**config.mk**
```make
export PLATFORM = sky130hd
export DESIGN_NAME = risc_ref_select
export DESIGN_NICKNAME = d
export VERILOG_FILES = /design/src/hw/risc_pkg.sv /design/src/hw/risc_serial_port.sv /design/src/hw/risc_ref_select.sv
export VERILOG_INCLUDE_DIRS = /design/src /design/src/hw
export SDC_FILE = /design/constraint.sdc
export NUM_CORES = 2
export LEC_CHECK = 0
export BUFFER_PORTS_ARGS = -buffer_cell sky130_fd_sc_hd__buf_4
export CAP_MARGIN = 20
export CORE_AREA = 2 2 268 270
export DETAILED_ROUTE_END_ITERATION = 16
export DIE_AREA = 0 0 270 272
export GPL_TIMING_DRIVEN = 1
export MAX_ROUTING_LAYER = met4
export PLACE_DENSITY = 0.86
export SLEW_MARGIN = 5
export SYNTH_ARGS = -nofsm -noshare
export SYNTH_HDL_FRONTEND = slang
export SYNTH_SLANG_ARGS = --single-unit
```
**constraint.sdc**
```tcl
create_clock -name core_clk -period 2.7 [get_ports core_clk]
set_input_delay 0.54 -clock core_clk [delete_from_list [all_inputs] [get_ports core_clk]]
set_output_delay 0.54 -clock core_clk [all_outputs]
set_load 0.05 [all_outputs]
```
**src/hw/risc_consts.svh**
```systemverilog
`ifndef RISC_CONSTS_SVH
`define RISC_CONSTS_SVH

// ==========================================================================
// Serial word layout
`define RISC_WORD_W 32
`define RISC_ADDR_W 5
`define RISC_DATA_W 27
`define RISC_NREG 32
`define RISC_REG_RST 27'h0000000

// ==========================================================================
// Register addresses
`define RISC_ADDR_SEL 5'h0B
`define RISC_ADDR_PIN 5'h0C

// ==========================================================================
// Fields of the selection register
`define RISC_F_MODE 0
`define RISC_F_BUFEN 3
`define RISC_F_IGNLOCK 6
`define RISC_F_HOLDEN 7
`define RISC_F_INV 8
`define RISC_F_PREDIV 9

// ==========================================================================
// Fields of the pin register
`define RISC_F_TYPE_LOW 0
`define RISC_F_TYPE_HIGH 2
`define RISC_F_SYNCAUTO 4
`define RISC_F_RBLEVEL 5
`define RISC_F_RBADDR 6

// ==========================================================================
// Selection codes
`define RISC_MODE_MAN_MAX 3'h2
`define RISC_MODE_PIN 3'h3
`define RISC_CODE_HOLD 2'h3

`endif

```
**src/hw/risc_pkg.sv**
```systemverilog
// ==========================================================================
// Types of the reference select block
package risc_pkg;

  typedef enum logic [1:0] {
    ST_RUN = 2'b01,
    ST_HOLD = 2'b10
  } risc_state_e;

  typedef enum logic [1:0] {
    PIN_IN = 2'h0,
    PIN_HOLD = 2'h1,
    PIN_READBACK = 2'h2,
    PIN_LOCK = 2'h3
  } risc_pin_e;

endpackage

```
**src/hw/risc_serial_port.sv**
```systemverilog
`timescale 1ns/100ps
`default_nettype none
`include "risc_consts.svh"

module risc_serial_port (
  // Clock and reset
  input wire logic core_clk,
  input wire logic sys_rst,
  // Serial pins
  input wire logic serial_clock_pin,
  input wire logic serial_data_pin,
  input wire logic latch_enable_pin,
  // Decoded write
  output logic wrStb,
  output logic [`RISC_ADDR_W-1:0] wrAddr,
  output logic [`RISC_DATA_W-1:0] wrData,
  // Pin events
  output logic sclkRise,
  output logic leRise,
  output logic leFall,
  output logic leLevel
);

  // ========================================================================
  // Synchronisers and edge finders, bit 0 clock, bit 1 data, bit 2 latch
  logic [2:0] s1_q, s1_d, s2_q, s2_d, s3_q, s3_d;
  logic [`RISC_WORD_W-1:0] shift_q, shift_d;
  logic wrStb_q, wrStb_d;
  logic [`RISC_ADDR_W-1:0] wrAddr_q, wrAddr_d;
  logic [`RISC_DATA_W-1:0] wrData_q, wrData_d;

  assign sclkRise = s2_q[0] & ~s3_q[0];
  assign leRise = s2_q[2] & ~s3_q[2];
  assign leFall = ~s2_q[2] & s3_q[2];
  assign leLevel = s2_q[2];
  assign wrStb = wrStb_q;
  assign wrAddr = wrAddr_q;
  assign wrData = wrData_q;

  always_comb begin
    s1_d = {latch_enable_pin, serial_data_pin, serial_clock_pin};
    s2_d = s1_q;
    s3_d = s2_q;
    shift_d = shift_q;
    // Shifting goes on whatever the latch level, so readback clocks load it too.
    if (sclkRise) begin
      shift_d = {shift_q[`RISC_WORD_W-2:0], s2_q[1]};
    end
    wrStb_d = leRise;
    wrAddr_d = wrAddr_q;
    wrData_d = wrData_q;
    if (leRise) begin
      wrAddr_d = shift_q[`RISC_ADDR_W-1:0];
      wrData_d = shift_q[`RISC_WORD_W-1:`RISC_ADDR_W];
    end
  end

  always_ff @(posedge core_clk) begin
    if (sys_rst) begin
      s1_q <= 3'h0;
      s2_q <= 3'h0;
      s3_q <= 3'h0;
      shift_q <= 32'h00000000;
      wrStb_q <= 1'b0;
      wrAddr_q <= 5'h00;
      wrData_q <= `RISC_REG_RST;
    end else begin
      s1_q <= s1_d;
      s2_q <= s2_d;
      s3_q <= s3_d;
      shift_q <= shift_d;
      wrStb_q <= wrStb_d;
      wrAddr_q <= wrAddr_d;
      wrData_q <= wrData_d;
    end
  end
endmodule

`default_nettype wire

```
**src/hw/risc_ref_select.sv**
```systemverilog
`timescale 1ns/100ps
`default_nettype none
`include "risc_consts.svh"

// ==========================================================================
// Notes on behaviour
// Serial data enters the shift register on each serial clock rise.
// Latch enable rise copies the shift register into the addressed register.
// The register address is the last five bits shifted in.
// Host returns serial clock, data and latch lines low after a transfer.
// Host uses extra clocks or double writes for large divides or delays.
// With automatic sync set, latch enable fall issues a sync pulse.
// Clock rises during readback still shift; a later latch rise writes.
// Readback appears only on a status pin set to readback type.
// Each reference input has a pre-divider of 1, 2, 4 or 8.
// Modes 0, 1, 2 hold reference input 0, 1, 2 active.
// Manual selection runs the chosen input buffer despite its enable.
// Manual mode with holdover enters holdover on lock loss unless ignored.
// Manual mode leaves holdover onto the manually selected input.
// Mode 3 takes the active input from the two status select pins.
// In mode 3 any select pin change is a switch event.
// Software should ignore lock loss in pin-select mode.
// A status pin selects only when its type is input.
// A status pin configured as output reads as zero.
// Pin code 00, 01, 10 pick inputs 0, 1, 2; 11 holds over.
// Polarity invert flips both select pins before decoding.
// Without holdover a switch event moves the active input at once.
// With holdover a switch event holds over, then completes the switch.
// Holdover ends when reference loop lock rises again.
module risc_ref_select (
  // Clock and reset
  input wire logic core_clk,
  input wire logic sys_rst,
  // Serial programming pins
  input wire logic serial_clock_pin,
  input wire logic serial_data_pin,
  input wire logic latch_enable_pin,
  // Status select pin, low
  input wire logic status_select_pin_low,
  output logic status_select_pin_low_value,
  output logic status_select_pin_low_oe,
  // Status select pin, high
  input wire logic status_select_pin_high,
  output logic status_select_pin_high_value,
  output logic status_select_pin_high_oe,
  // Reference loop status
  input wire logic refLoopDigitalLock,
  // Selection results
  output logic [1:0] activeInput,
  output logic holdoverActive,
  output logic [2:0] inputBufferEnable,
  output logic [11:0] refPreDivide,
  output logic syncPulse
);

  // ========================================================================
  // Helpers
  function automatic logic [2:0] oneHot3(input logic [1:0] sel);
    oneHot3 = 3'h0;
    if (sel != `RISC_CODE_HOLD) begin
      oneHot3 = 3'h1 << sel;
    end
  endfunction

  function automatic logic [3:0] ratioOf(input logic [1:0] code);
    ratioOf = 4'h1 << code;
  endfunction

  function automatic logic pinDrive(input risc_pkg::risc_pin_e t, input logic hold,
                                    input logic rb, input logic lock);
    pinDrive = 1'b0;
    unique case (t)
      risc_pkg::PIN_IN: pinDrive = 1'b0;
      risc_pkg::PIN_HOLD: pinDrive = hold;
      risc_pkg::PIN_READBACK: pinDrive = rb;
      risc_pkg::PIN_LOCK: pinDrive = lock;
    endcase
  endfunction

  // ========================================================================
  // Serial front end
  logic wrStb, sclkRise, leRise, leFall, leLevel;
  logic [`RISC_ADDR_W-1:0] wrAddr;
  logic [`RISC_DATA_W-1:0] wrData;

  risc_serial_port uSerial (
    .core_clk(core_clk),
    .sys_rst(sys_rst),
    .serial_clock_pin(serial_clock_pin),
    .serial_data_pin(serial_data_pin),
    .latch_enable_pin(latch_enable_pin),
    .wrStb(wrStb),
    .wrAddr(wrAddr),
    .wrData(wrData),
    .sclkRise(sclkRise),
    .leRise(leRise),
    .leFall(leFall),
    .leLevel(leLevel)
  );

  // ========================================================================
  // Register bank
  logic [`RISC_DATA_W-1:0] bank_q [`RISC_NREG];
  logic [`RISC_DATA_W-1:0] bank_d [`RISC_NREG];

  always_comb begin
    bank_d = bank_q;
    if (wrStb) begin
      bank_d[wrAddr] = wrData;
    end
  end

  always_ff @(posedge core_clk) begin
    if (sys_rst) begin
      for (int i = 0; i < `RISC_NREG; i++) begin
        bank_q[i] <= `RISC_REG_RST;
      end
    end else begin
      bank_q <= bank_d;
    end
  end

  logic [`RISC_DATA_W-1:0] selReg, pinReg;
  logic [2:0] mode, bufCfg;
  logic modeManual, modePin, holdEn, ignoreLock, selInv, syncAuto, rbLevel;
  logic [`RISC_ADDR_W-1:0] rbAddr;
  logic [5:0] preDivCodes;
  risc_pkg::risc_pin_e lowType, highType;

  assign selReg = bank_q[`RISC_ADDR_SEL];
  assign pinReg = bank_q[`RISC_ADDR_PIN];
  assign mode = selReg[`RISC_F_MODE +: 3];
  assign bufCfg = selReg[`RISC_F_BUFEN +: 3];
  assign ignoreLock = selReg[`RISC_F_IGNLOCK];
  assign holdEn = selReg[`RISC_F_HOLDEN];
  assign selInv = selReg[`RISC_F_INV];
  assign preDivCodes = selReg[`RISC_F_PREDIV +: 6];
  assign lowType = risc_pkg::risc_pin_e'(pinReg[`RISC_F_TYPE_LOW +: 2]);
  assign highType = risc_pkg::risc_pin_e'(pinReg[`RISC_F_TYPE_HIGH +: 2]);
  assign syncAuto = pinReg[`RISC_F_SYNCAUTO];
  assign rbLevel = pinReg[`RISC_F_RBLEVEL];
  assign rbAddr = pinReg[`RISC_F_RBADDR +: 5];
  assign modeManual = mode <= `RISC_MODE_MAN_MAX;
  assign modePin = mode == `RISC_MODE_PIN;

  // ========================================================================
  // Selection control
  risc_pkg::risc_state_e state_q, state_d;
  logic [1:0] active_q, active_d, target_q, target_d, codePrev_q, codePrev_d;
  logic lowS1_q, lowS1_d, lowS2_q, lowS2_d, highS1_q, highS1_d, highS2_q, highS2_d;
  logic lockPrev_q, lockPrev_d, modePinPrev_q, modePinPrev_d;
  logic hold_q, hold_d, sync_q, sync_d, lowOut_q, lowOut_d, lowOe_q, lowOe_d;
  logic highOut_q, highOut_d, highOe_q, highOe_d;
  logic [2:0] bufEn_q, bufEn_d;
  logic [11:0] preDiv_q, preDiv_d;
  logic [`RISC_WORD_W-1:0] rb_q, rb_d;
  logic pinLow, pinHigh, lockFall, lockRise, lockLoss, pinChange, pinEvent;
  logic [1:0] pinCode;

  // A pin driven as an output never feeds the decoder, whatever the invert bit.
  assign pinLow = (lowType == risc_pkg::PIN_IN) & (lowS2_q ^ selInv);
  assign pinHigh = (highType == risc_pkg::PIN_IN) & (highS2_q ^ selInv);
  assign pinCode = {pinHigh, pinLow};
  assign lockFall = lockPrev_q & ~refLoopDigitalLock;
  assign lockRise = ~lockPrev_q & refLoopDigitalLock;
  assign lockLoss = lockFall & ~ignoreLock;
  assign pinChange = pinCode != codePrev_q;
  assign pinEvent = pinChange | ~modePinPrev_q | lockLoss;

  always_comb begin
    state_d = state_q;
    active_d = active_q;
    target_d = target_q;
    lowS1_d = status_select_pin_low;
    lowS2_d = lowS1_q;
    highS1_d = status_select_pin_high;
    highS2_d = highS1_q;
    lockPrev_d = refLoopDigitalLock;
    codePrev_d = pinCode;
    modePinPrev_d = modePin;
    unique case (state_q)
      risc_pkg::ST_RUN: begin
        if (modeManual) begin
          active_d = mode[1:0];
          if (lockLoss && holdEn) begin
            state_d = risc_pkg::ST_HOLD;
            target_d = mode[1:0];
          end
        end else if (modePin && pinEvent) begin
          target_d = pinCode;
          if (holdEn || pinCode == `RISC_CODE_HOLD) begin
            state_d = risc_pkg::ST_HOLD;
          end else begin
            active_d = pinCode;
          end
        end
      end
      risc_pkg::ST_HOLD: begin
        if (modeManual) begin
          target_d = mode[1:0];
        end else if (modePin) begin
          target_d = pinCode;
        end else begin
          target_d = active_q;
        end
        if (target_d != `RISC_CODE_HOLD && (!holdEn || lockRise)) begin
          state_d = risc_pkg::ST_RUN;
          active_d = target_d;
        end
      end
      default: begin
        state_d = risc_pkg::ST_RUN;
      end
    endcase
    hold_d = state_d == risc_pkg::ST_HOLD;
    bufEn_d = bufCfg;
    if (modeManual) begin
      bufEn_d = bufCfg | oneHot3(mode[1:0]);
    end else if (modePin) begin
      bufEn_d = bufCfg | oneHot3(pinCode);
    end
    preDiv_d = {ratioOf(preDivCodes[5:4]), ratioOf(preDivCodes[3:2]),
                ratioOf(preDivCodes[1:0])};
    sync_d = leFall & syncAuto;
    rb_d = rb_q;
    // The word is captured before this latch's own write lands in the bank.
    if (leRise) begin
      rb_d = {bank_q[rbAddr], rbAddr};
    end else if (sclkRise && leLevel == rbLevel) begin
      rb_d = {rb_q[`RISC_WORD_W-2:0], 1'b0};
    end
    lowOe_d = lowType != risc_pkg::PIN_IN;
    highOe_d = highType != risc_pkg::PIN_IN;
    lowOut_d = pinDrive(lowType, hold_d, rb_d[`RISC_WORD_W-1], refLoopDigitalLock);
    highOut_d = pinDrive(highType, hold_d, rb_d[`RISC_WORD_W-1], refLoopDigitalLock);
  end

  always_ff @(posedge core_clk) begin
    if (sys_rst) begin
      state_q <= risc_pkg::ST_RUN;
      active_q <= 2'h0;
      target_q <= 2'h0;
      codePrev_q <= 2'h0;
      lowS1_q <= 1'b0;
      lowS2_q <= 1'b0;
      highS1_q <= 1'b0;
      highS2_q <= 1'b0;
      lockPrev_q <= 1'b0;
      modePinPrev_q <= 1'b0;
      hold_q <= 1'b0;
      sync_q <= 1'b0;
      bufEn_q <= 3'h0;
      preDiv_q <= 12'h111;
      rb_q <= 32'h00000000;
      lowOut_q <= 1'b0;
      lowOe_q <= 1'b0;
      highOut_q <= 1'b0;
      highOe_q <= 1'b0;
    end else begin
      state_q <= state_d;
      active_q <= active_d;
      target_q <= target_d;
      codePrev_q <= codePrev_d;
      lowS1_q <= lowS1_d;
      lowS2_q <= lowS2_d;
      highS1_q <= highS1_d;
      highS2_q <= highS2_d;
      lockPrev_q <= lockPrev_d;
      modePinPrev_q <= modePinPrev_d;
      hold_q <= hold_d;
      sync_q <= sync_d;
      bufEn_q <= bufEn_d;
      preDiv_q <= preDiv_d;
      rb_q <= rb_d;
      lowOut_q <= lowOut_d;
      lowOe_q <= lowOe_d;
      highOut_q <= highOut_d;
      highOe_q <= highOe_d;
    end
  end

  assign activeInput = active_q;
  assign holdoverActive = hold_q;
  assign inputBufferEnable = bufEn_q;
  assign refPreDivide = preDiv_q;
  assign syncPulse = sync_q;
  assign status_select_pin_low_value = lowOut_q;
  assign status_select_pin_low_oe = lowOe_q;
  assign status_select_pin_high_value = highOut_q;
  assign status_select_pin_high_oe = highOe_q;
endmodule

`default_nettype wire

```
; ---- Yosys cells after proc, flatten, opt, wreduce, memory -nomap -nowiden
; Cells that the tools add are included.
[word_totals]
ff_bits = 1003
latchBits = 0
ram_bits = 0
romBits = 0
in_bits = 8
out_inout_bits = 23
word_cells = 156
mem_count = 0
[op_classes]
n_addsub = 0
mul = 0
div_mod_pow = 0
magnitude_cmp = 4
n_eq_ne = 19
n_shift = 5
muxes = 31
bitwise = 24
n_reduce_logical = 15
[ops]
columns = operator, count
row1 = $bwmux 864, 1
row2 = $bmux 27 s5, 1
row3 = $demux 27 s5, 1
row4 = $mux 27, 3
row5 = $mux 32, 2
row6 = $mux 2, 12
row7 = $mux 3, 7
row8 = $eq 2x2->1 const B, 7
row9 = $ge 6x6->1 const B, 2
row10 = $not 5->6, 2
row11 = $shl 1x2->4 const A, 3
row12 = $and 1x1->1, 9
row13 = $ne 2x2->1 const B, 4
row14 = $pmux 1 s4, 2
row15 = $pmux 2 s2, 2
row16 = $reduce_bool 2->1, 4
row17 = $not 1->1, 7
row18 = $eq 2x1->1 const B, 3
row19 = $lt 6x1->1 const B, 1
row20 = $ne 3x3->1 const B, 2
row21 = $or 3x3->3, 2
row22 = $shl 1x2->3 const A, 2
row23 = $logic_and 1x1->1, 5
row24 = $logic_not 2->1, 2
row25 = other kinds (9), 12

; ---- Depth between registers and ports, before layout
[logic_depth]
depth_word = 11
ltp_mapped = 11
ltp_nobuf = 7

; ---- Modules after synthesis
; Synthesis repeated with hierarchy kept, for this count alone.
[unflattened]
cells_unflattened = 4821
area_unflattened_um2 = 41881.4
[modules_own_cells]
columns = mod, n_inst, cells_each, area_per_inst_um2, seq_area_each_um2
row1 = risc_ref_select, 1, 4590, 39125.0, 18597.8
row2 = risc_serial_port, 1, 231, 2756.4, 1461.4

; ---- Worst setup path after synthesis
; OpenSTA, ideal clock, no wires.
[synth_timing]
kind = reg2reg
startpoint = reg bank_q (netlist bit pinReg[6])
endpoint = reg rb_q[23]
setup_time_ns = 0.131
arrival_ns = 1.777
setup_slack_ns = 0.792
stages_incl_launch_ff = 8
path_buffers = 3
period_less_slack_ns = 1.908
cell_sequence = dfxtp_1 -> buf_6 -> buf_12 -> buf_8 -> mux4_2 -> mux4_2 -> nor2_1 -> nor3_1
[synth_between]
elab_chain_len = 5
[synth_rtl]
columns = item, line_no
row1 = "start, declared", risc_ref_select.sv:103  ; logic [`RISC_DATA_W-1:0] bank_q [`RISC_NREG];
row2 = "start signal, assigned by index", risc_ref_select.sv:116  ; bank_q[i] <= `RISC_REG_RST;
row3 = "start signal, assigned", risc_ref_select.sv:119  ; bank_q <= bank_d;
row4 = $not 5->6 (implied by the code), risc_ref_select.sv:228  ; rb_d = {bank_q[rbAddr], rbAddr};
row5 = $bmux 27 s5, risc_ref_select.sv:228
row6 = $mux 27 (implied by the code) (2 in series), risc_ref_select.sv:228
row7 = $mux 32, risc_ref_select.sv:227  ; if (leRise) begin
row8 = "end signal, assigned", risc_ref_select.sv:274  ; rb_q <= rb_d;
row9 = "end, declared", risc_ref_select.sv:156  ; logic [`RISC_WORD_W-1:0] rb_q, rb_d;
; Every way passes these cells. The select of a mux whose other input is x is not followed.
; A chain may end at the register's enable or synchronous reset.

; ---- Worst setup path after layout
[layout_timing]
startpoint = reg bank_q (netlist bit pinReg[6])
endpoint = reg rb_q[7]
; Same word-level chain as after synthesis.

==> summary.txt <==
Floorplanning
  • Die Footprint: 0.0734 mm^2
  • Die span in x: about 270 um
  • Boundary Pins: 31
  • Core ar.: 0.0708 mm^2
  • Starting density of the core: 0.595
  • # rows: between 90 and 100
  • Die Span Y: ~270 um

Global route
  • Global Route Usage Sum: 0.367
  • Largest net degree at the start of global routing: between 100 and 150
  • Antenna violations before repair: 5
  • Number of global-route vias before repair: 36600
  • First-pass GRT wire length: 205000 um
  • GRT overflow: 0

Synthesis
  • Commonest cells in the synthesized netlist: 1959 x nand2_1, 1002 x dfxtp_1, 965 x a21oi_1
  • Leading post-synthesis cells by cell area: dfxtp_1 48%, nand2_1 17%, a21oi_1 11%, mux4_2 11%, clkbuf_1 2.9%
  • Mapped Area: 0.0421 mm^2
  • Share of the synthesized area in the top cell type: 0.476
  • Count of cell types in the netlist: 59
  • Count leader, synth: nand2_1
  • Predominant post-synthesis flop cell: dfxtp_1
  • Flops & latches, synth: 1002
  • Synth Instances: 4995
  • Leading area contributor after synthesis: dfxtp_1
  • Seq/Total Area, Yosys: 0.476
  • EDFF count, synth: 0
  • Syn Area/Cell: 8.43 um^2
  • Ys Warns: 0
  • Async SR Flop Fraction: 0
  • Syn_nets: 5005

Worst setup path
  • CP delay by family, top: compound AO/OA/AOI/OAI gates
  • Critical path's slowest cell: a22oi_1
  • Most frequent CP cell: buf_12
  • Largest stage delay on the critical path: 0.73 ns
  • Crit-path max FO: 14
  • Crit path launch type: flip-flop
  • Worst Path Arrival: 3.18 ns
  • Setup crit start: pinReg[6]
  • Worst reg2reg startpoint: pinReg[6]
  • Cell Chain, Critical Path: buf_12 > buf_12 > buf_4 > mux4_2 > mux2i_1 > a22oi_1 > a21oi_1 > a311oi_1
  • Kind of end point of the critical path: flip-flop
  • Buf+Inv Stages, Crit Path: 3
  • Critical path class: reg2reg
  • CP required: 3.28 ns

Clock tree
  • H-tree depth: 3
  • CTS tree: built
  • Clock root cell: clkbuf_16
  • Clock buffer depth: 3
  • Clock transition at the registers of the reported paths: around 0.07 ns
  • Worst skew pair latency: 0.69 ns
  • Clk sink count: between 1000 and 1500
  • CTS Hold Buffers Added: 0
  • CTS Buf Count: 95

Timing
  • Fin crit period: 2.59 ns
  • RSZ-0062 raised after global routing: no
  • Hold WS: about 0.074 ns
  • Least-Margin Pin Slew: 1.02 ns
  • Fin. max-slew vios: 0
  • Hold Fails Final Rpt: 0
  • Slew HR: 0.317
  • Max Clock Skew: just under 0.03 ns
  • Peak Freq: roughly 390 MHz
  • Setup slack after layout: 0.106 ns
  • # setup viols final: 0
  • Final setup TNS: 0 ns
  • Tcrit/Tclk final: 0.961

Worst hold path
  • Hold Crit Class: in2reg
  • Hold path start: status_select_pin_high

Layout
  • Multi-input gate area: about 0.02 mm^2
  • Cell area after layout: ~0.047 mm^2
  • Nets@finish: 4857
  • FILL cells: roughly 5200
  • Non-Filler Instances: 5877
  • Area grow syn2layout: 11.1%
  • Seq. cell area: 0.0201 mm^2
  • Share of layout cells above drive strength 1: 0.133
  • Core Util, Final: 0.661

Pwr
  • Pint: 23.4 mW
  • Logic pwr share: 0.017
  • Clock Power Share: 0.486
  • P_sw: 6.44 mW
  • Power Density: 638 mW/mm^2
  • Sw Ratio: 0.216
  • P_leak: 14.7 nW
  • Sequential power share: 0.497
  • VDD IR-drop max: 704 uV
  • Tot Pwr: 29.8 mW

Routing
  • Detail Route Antenna Nets: 0
  • Vias: ~38000
  • Routed wire per std cell: 22.7 um
  • DR iter-0 viols: between 5000 and 6000
  • Drt pass-1 iters: 8
  • Final WL: between 100000 and 150000 um
  • DR DRC count: 0
  • Vias/cell: around 6.4

Placement
  • Placed cells: 5695
  • IO Port Bufs: 30
  • DP HPWL: 76400 um
  • Pre-CTS setup slack: 0.197 ns
  • Placer Congestion: 1.00
  • Area post-placement: 0.0433 mm^2

Flow run
  • Number of max-cap violations: 0

Status
  • Status: finished clean
## power by group through the flow
stage	Clock, mW	Sequential [mW]	Combinational, mW
floorplan	0	15.2	0.320
global placement	0	15.2	0.473
detailed placement	0	15.2	0.476
CTS	14.4	14.8	0.479
global route	15.0	14.8	0.522
finish	14.5	14.8	0.496
## sequential cells by signal, indices dropped and copies added (netlist names), 2 cells and up
name	cells
state_q	2
uSerial.shift_q	32
uSerial.s3_q	2
bank_q	810
selReg	27
codePrev_q	2
rb_q	32
uSerial.wrData	27
uSerial.s2_q	3
uSerial.wrAddr	5
activeInput	2
inputBufferEnable	3
refPreDivide	12
pinReg	27
uSerial.s1_q	3
## path summary, 6_finish.rpt
path,end,slack (ns),depth (start not counted)
min,highS1_q,0.07,2
min reg2reg,uSerial.shift_q[0],0.44,2
max,rb_q[7],0.11,8
max reg2reg,rb_q[7],0.11,8
## kinds of logic after synthesis
group | count (synthesis) | synth area share
xor gates and xnor gates | 5 | 0.00140
adders and majority gates | 2 | 0.000594
AOI/OAI and AO/OA | 1085 | 0.137
muxes | 313 | 0.138
DFF | 1002 | 0.476
and+or+nand+nor | 2109 | 0.195
buffers and inverters | 479 | 0.0515
## cell type report
class                   count  area share
well taps                 950      0.0254
diodes                      5    0.000267
multi-input cells        3514       0.426
inverters                   9    0.000722
clock inverters            43      0.0132
clock buffers             129      0.0592
repair buffers            225      0.0462
flip-flops and latches   1002       0.429
## per-layer routing
metal,vias up,track usage,wire (um),share of wire
li1,16400,-,-,-
met1,17800,0.429,45400,0.34
met2,2803,0.552,59300,0.44
met3,712,0.0956,18000,0.14
met4,0,0.258,10700,0.080
met5,-,-,0,0
## layout by cell type (no fill, tap or decap), types with 3 or more instances in the layout
master      synthesis  final
clkbuf_1          322     10
bufinv_16           0     13
o21bai_1            3      3
nor2b_1            23     21
mux4_2            213    213
dfxtp_4             0      3
clkbuf_16           0     97
nand2_1          1959   1959
buf_4              26    187
and3_1              3      3
nand4_1             3      3
a311oi_1           28     28
a221oi_1            3      3
clkinv_2            0     18
buf_12              2     37
clkbuf_8            0     22
inv_6               0      4
or2_2               3      3
a31oi_1             7      7
nor3b_1            12     12
a21oi_1           965    965
o31ai_1             3      3
a22oi_1            44     44
diode_2             0      5
mux2i_1            95     95
o21ai_1             3      3
nand3b_1            5      5
a211oi_1            7      7
inv_1               9      9
and3b_1             6      6
nand3_1            10     10
clkinvlp_4          0      3
nor2_2             20     32
nor2_1             42     30
nand2b_1            5      4
mux2_2              5      5
nor3_1              7      7
o21ai_0             8      8
dfxtp_1          1002    999
and2_1              3      3
## what timing repair did
action / 4_1_cts / 5_1_grt
resized for setup: 0 / 0
endpoints found under the setup margin: 0 / 2
setup buffers: 0 / 5
Power figures use the tool's default switching activity.
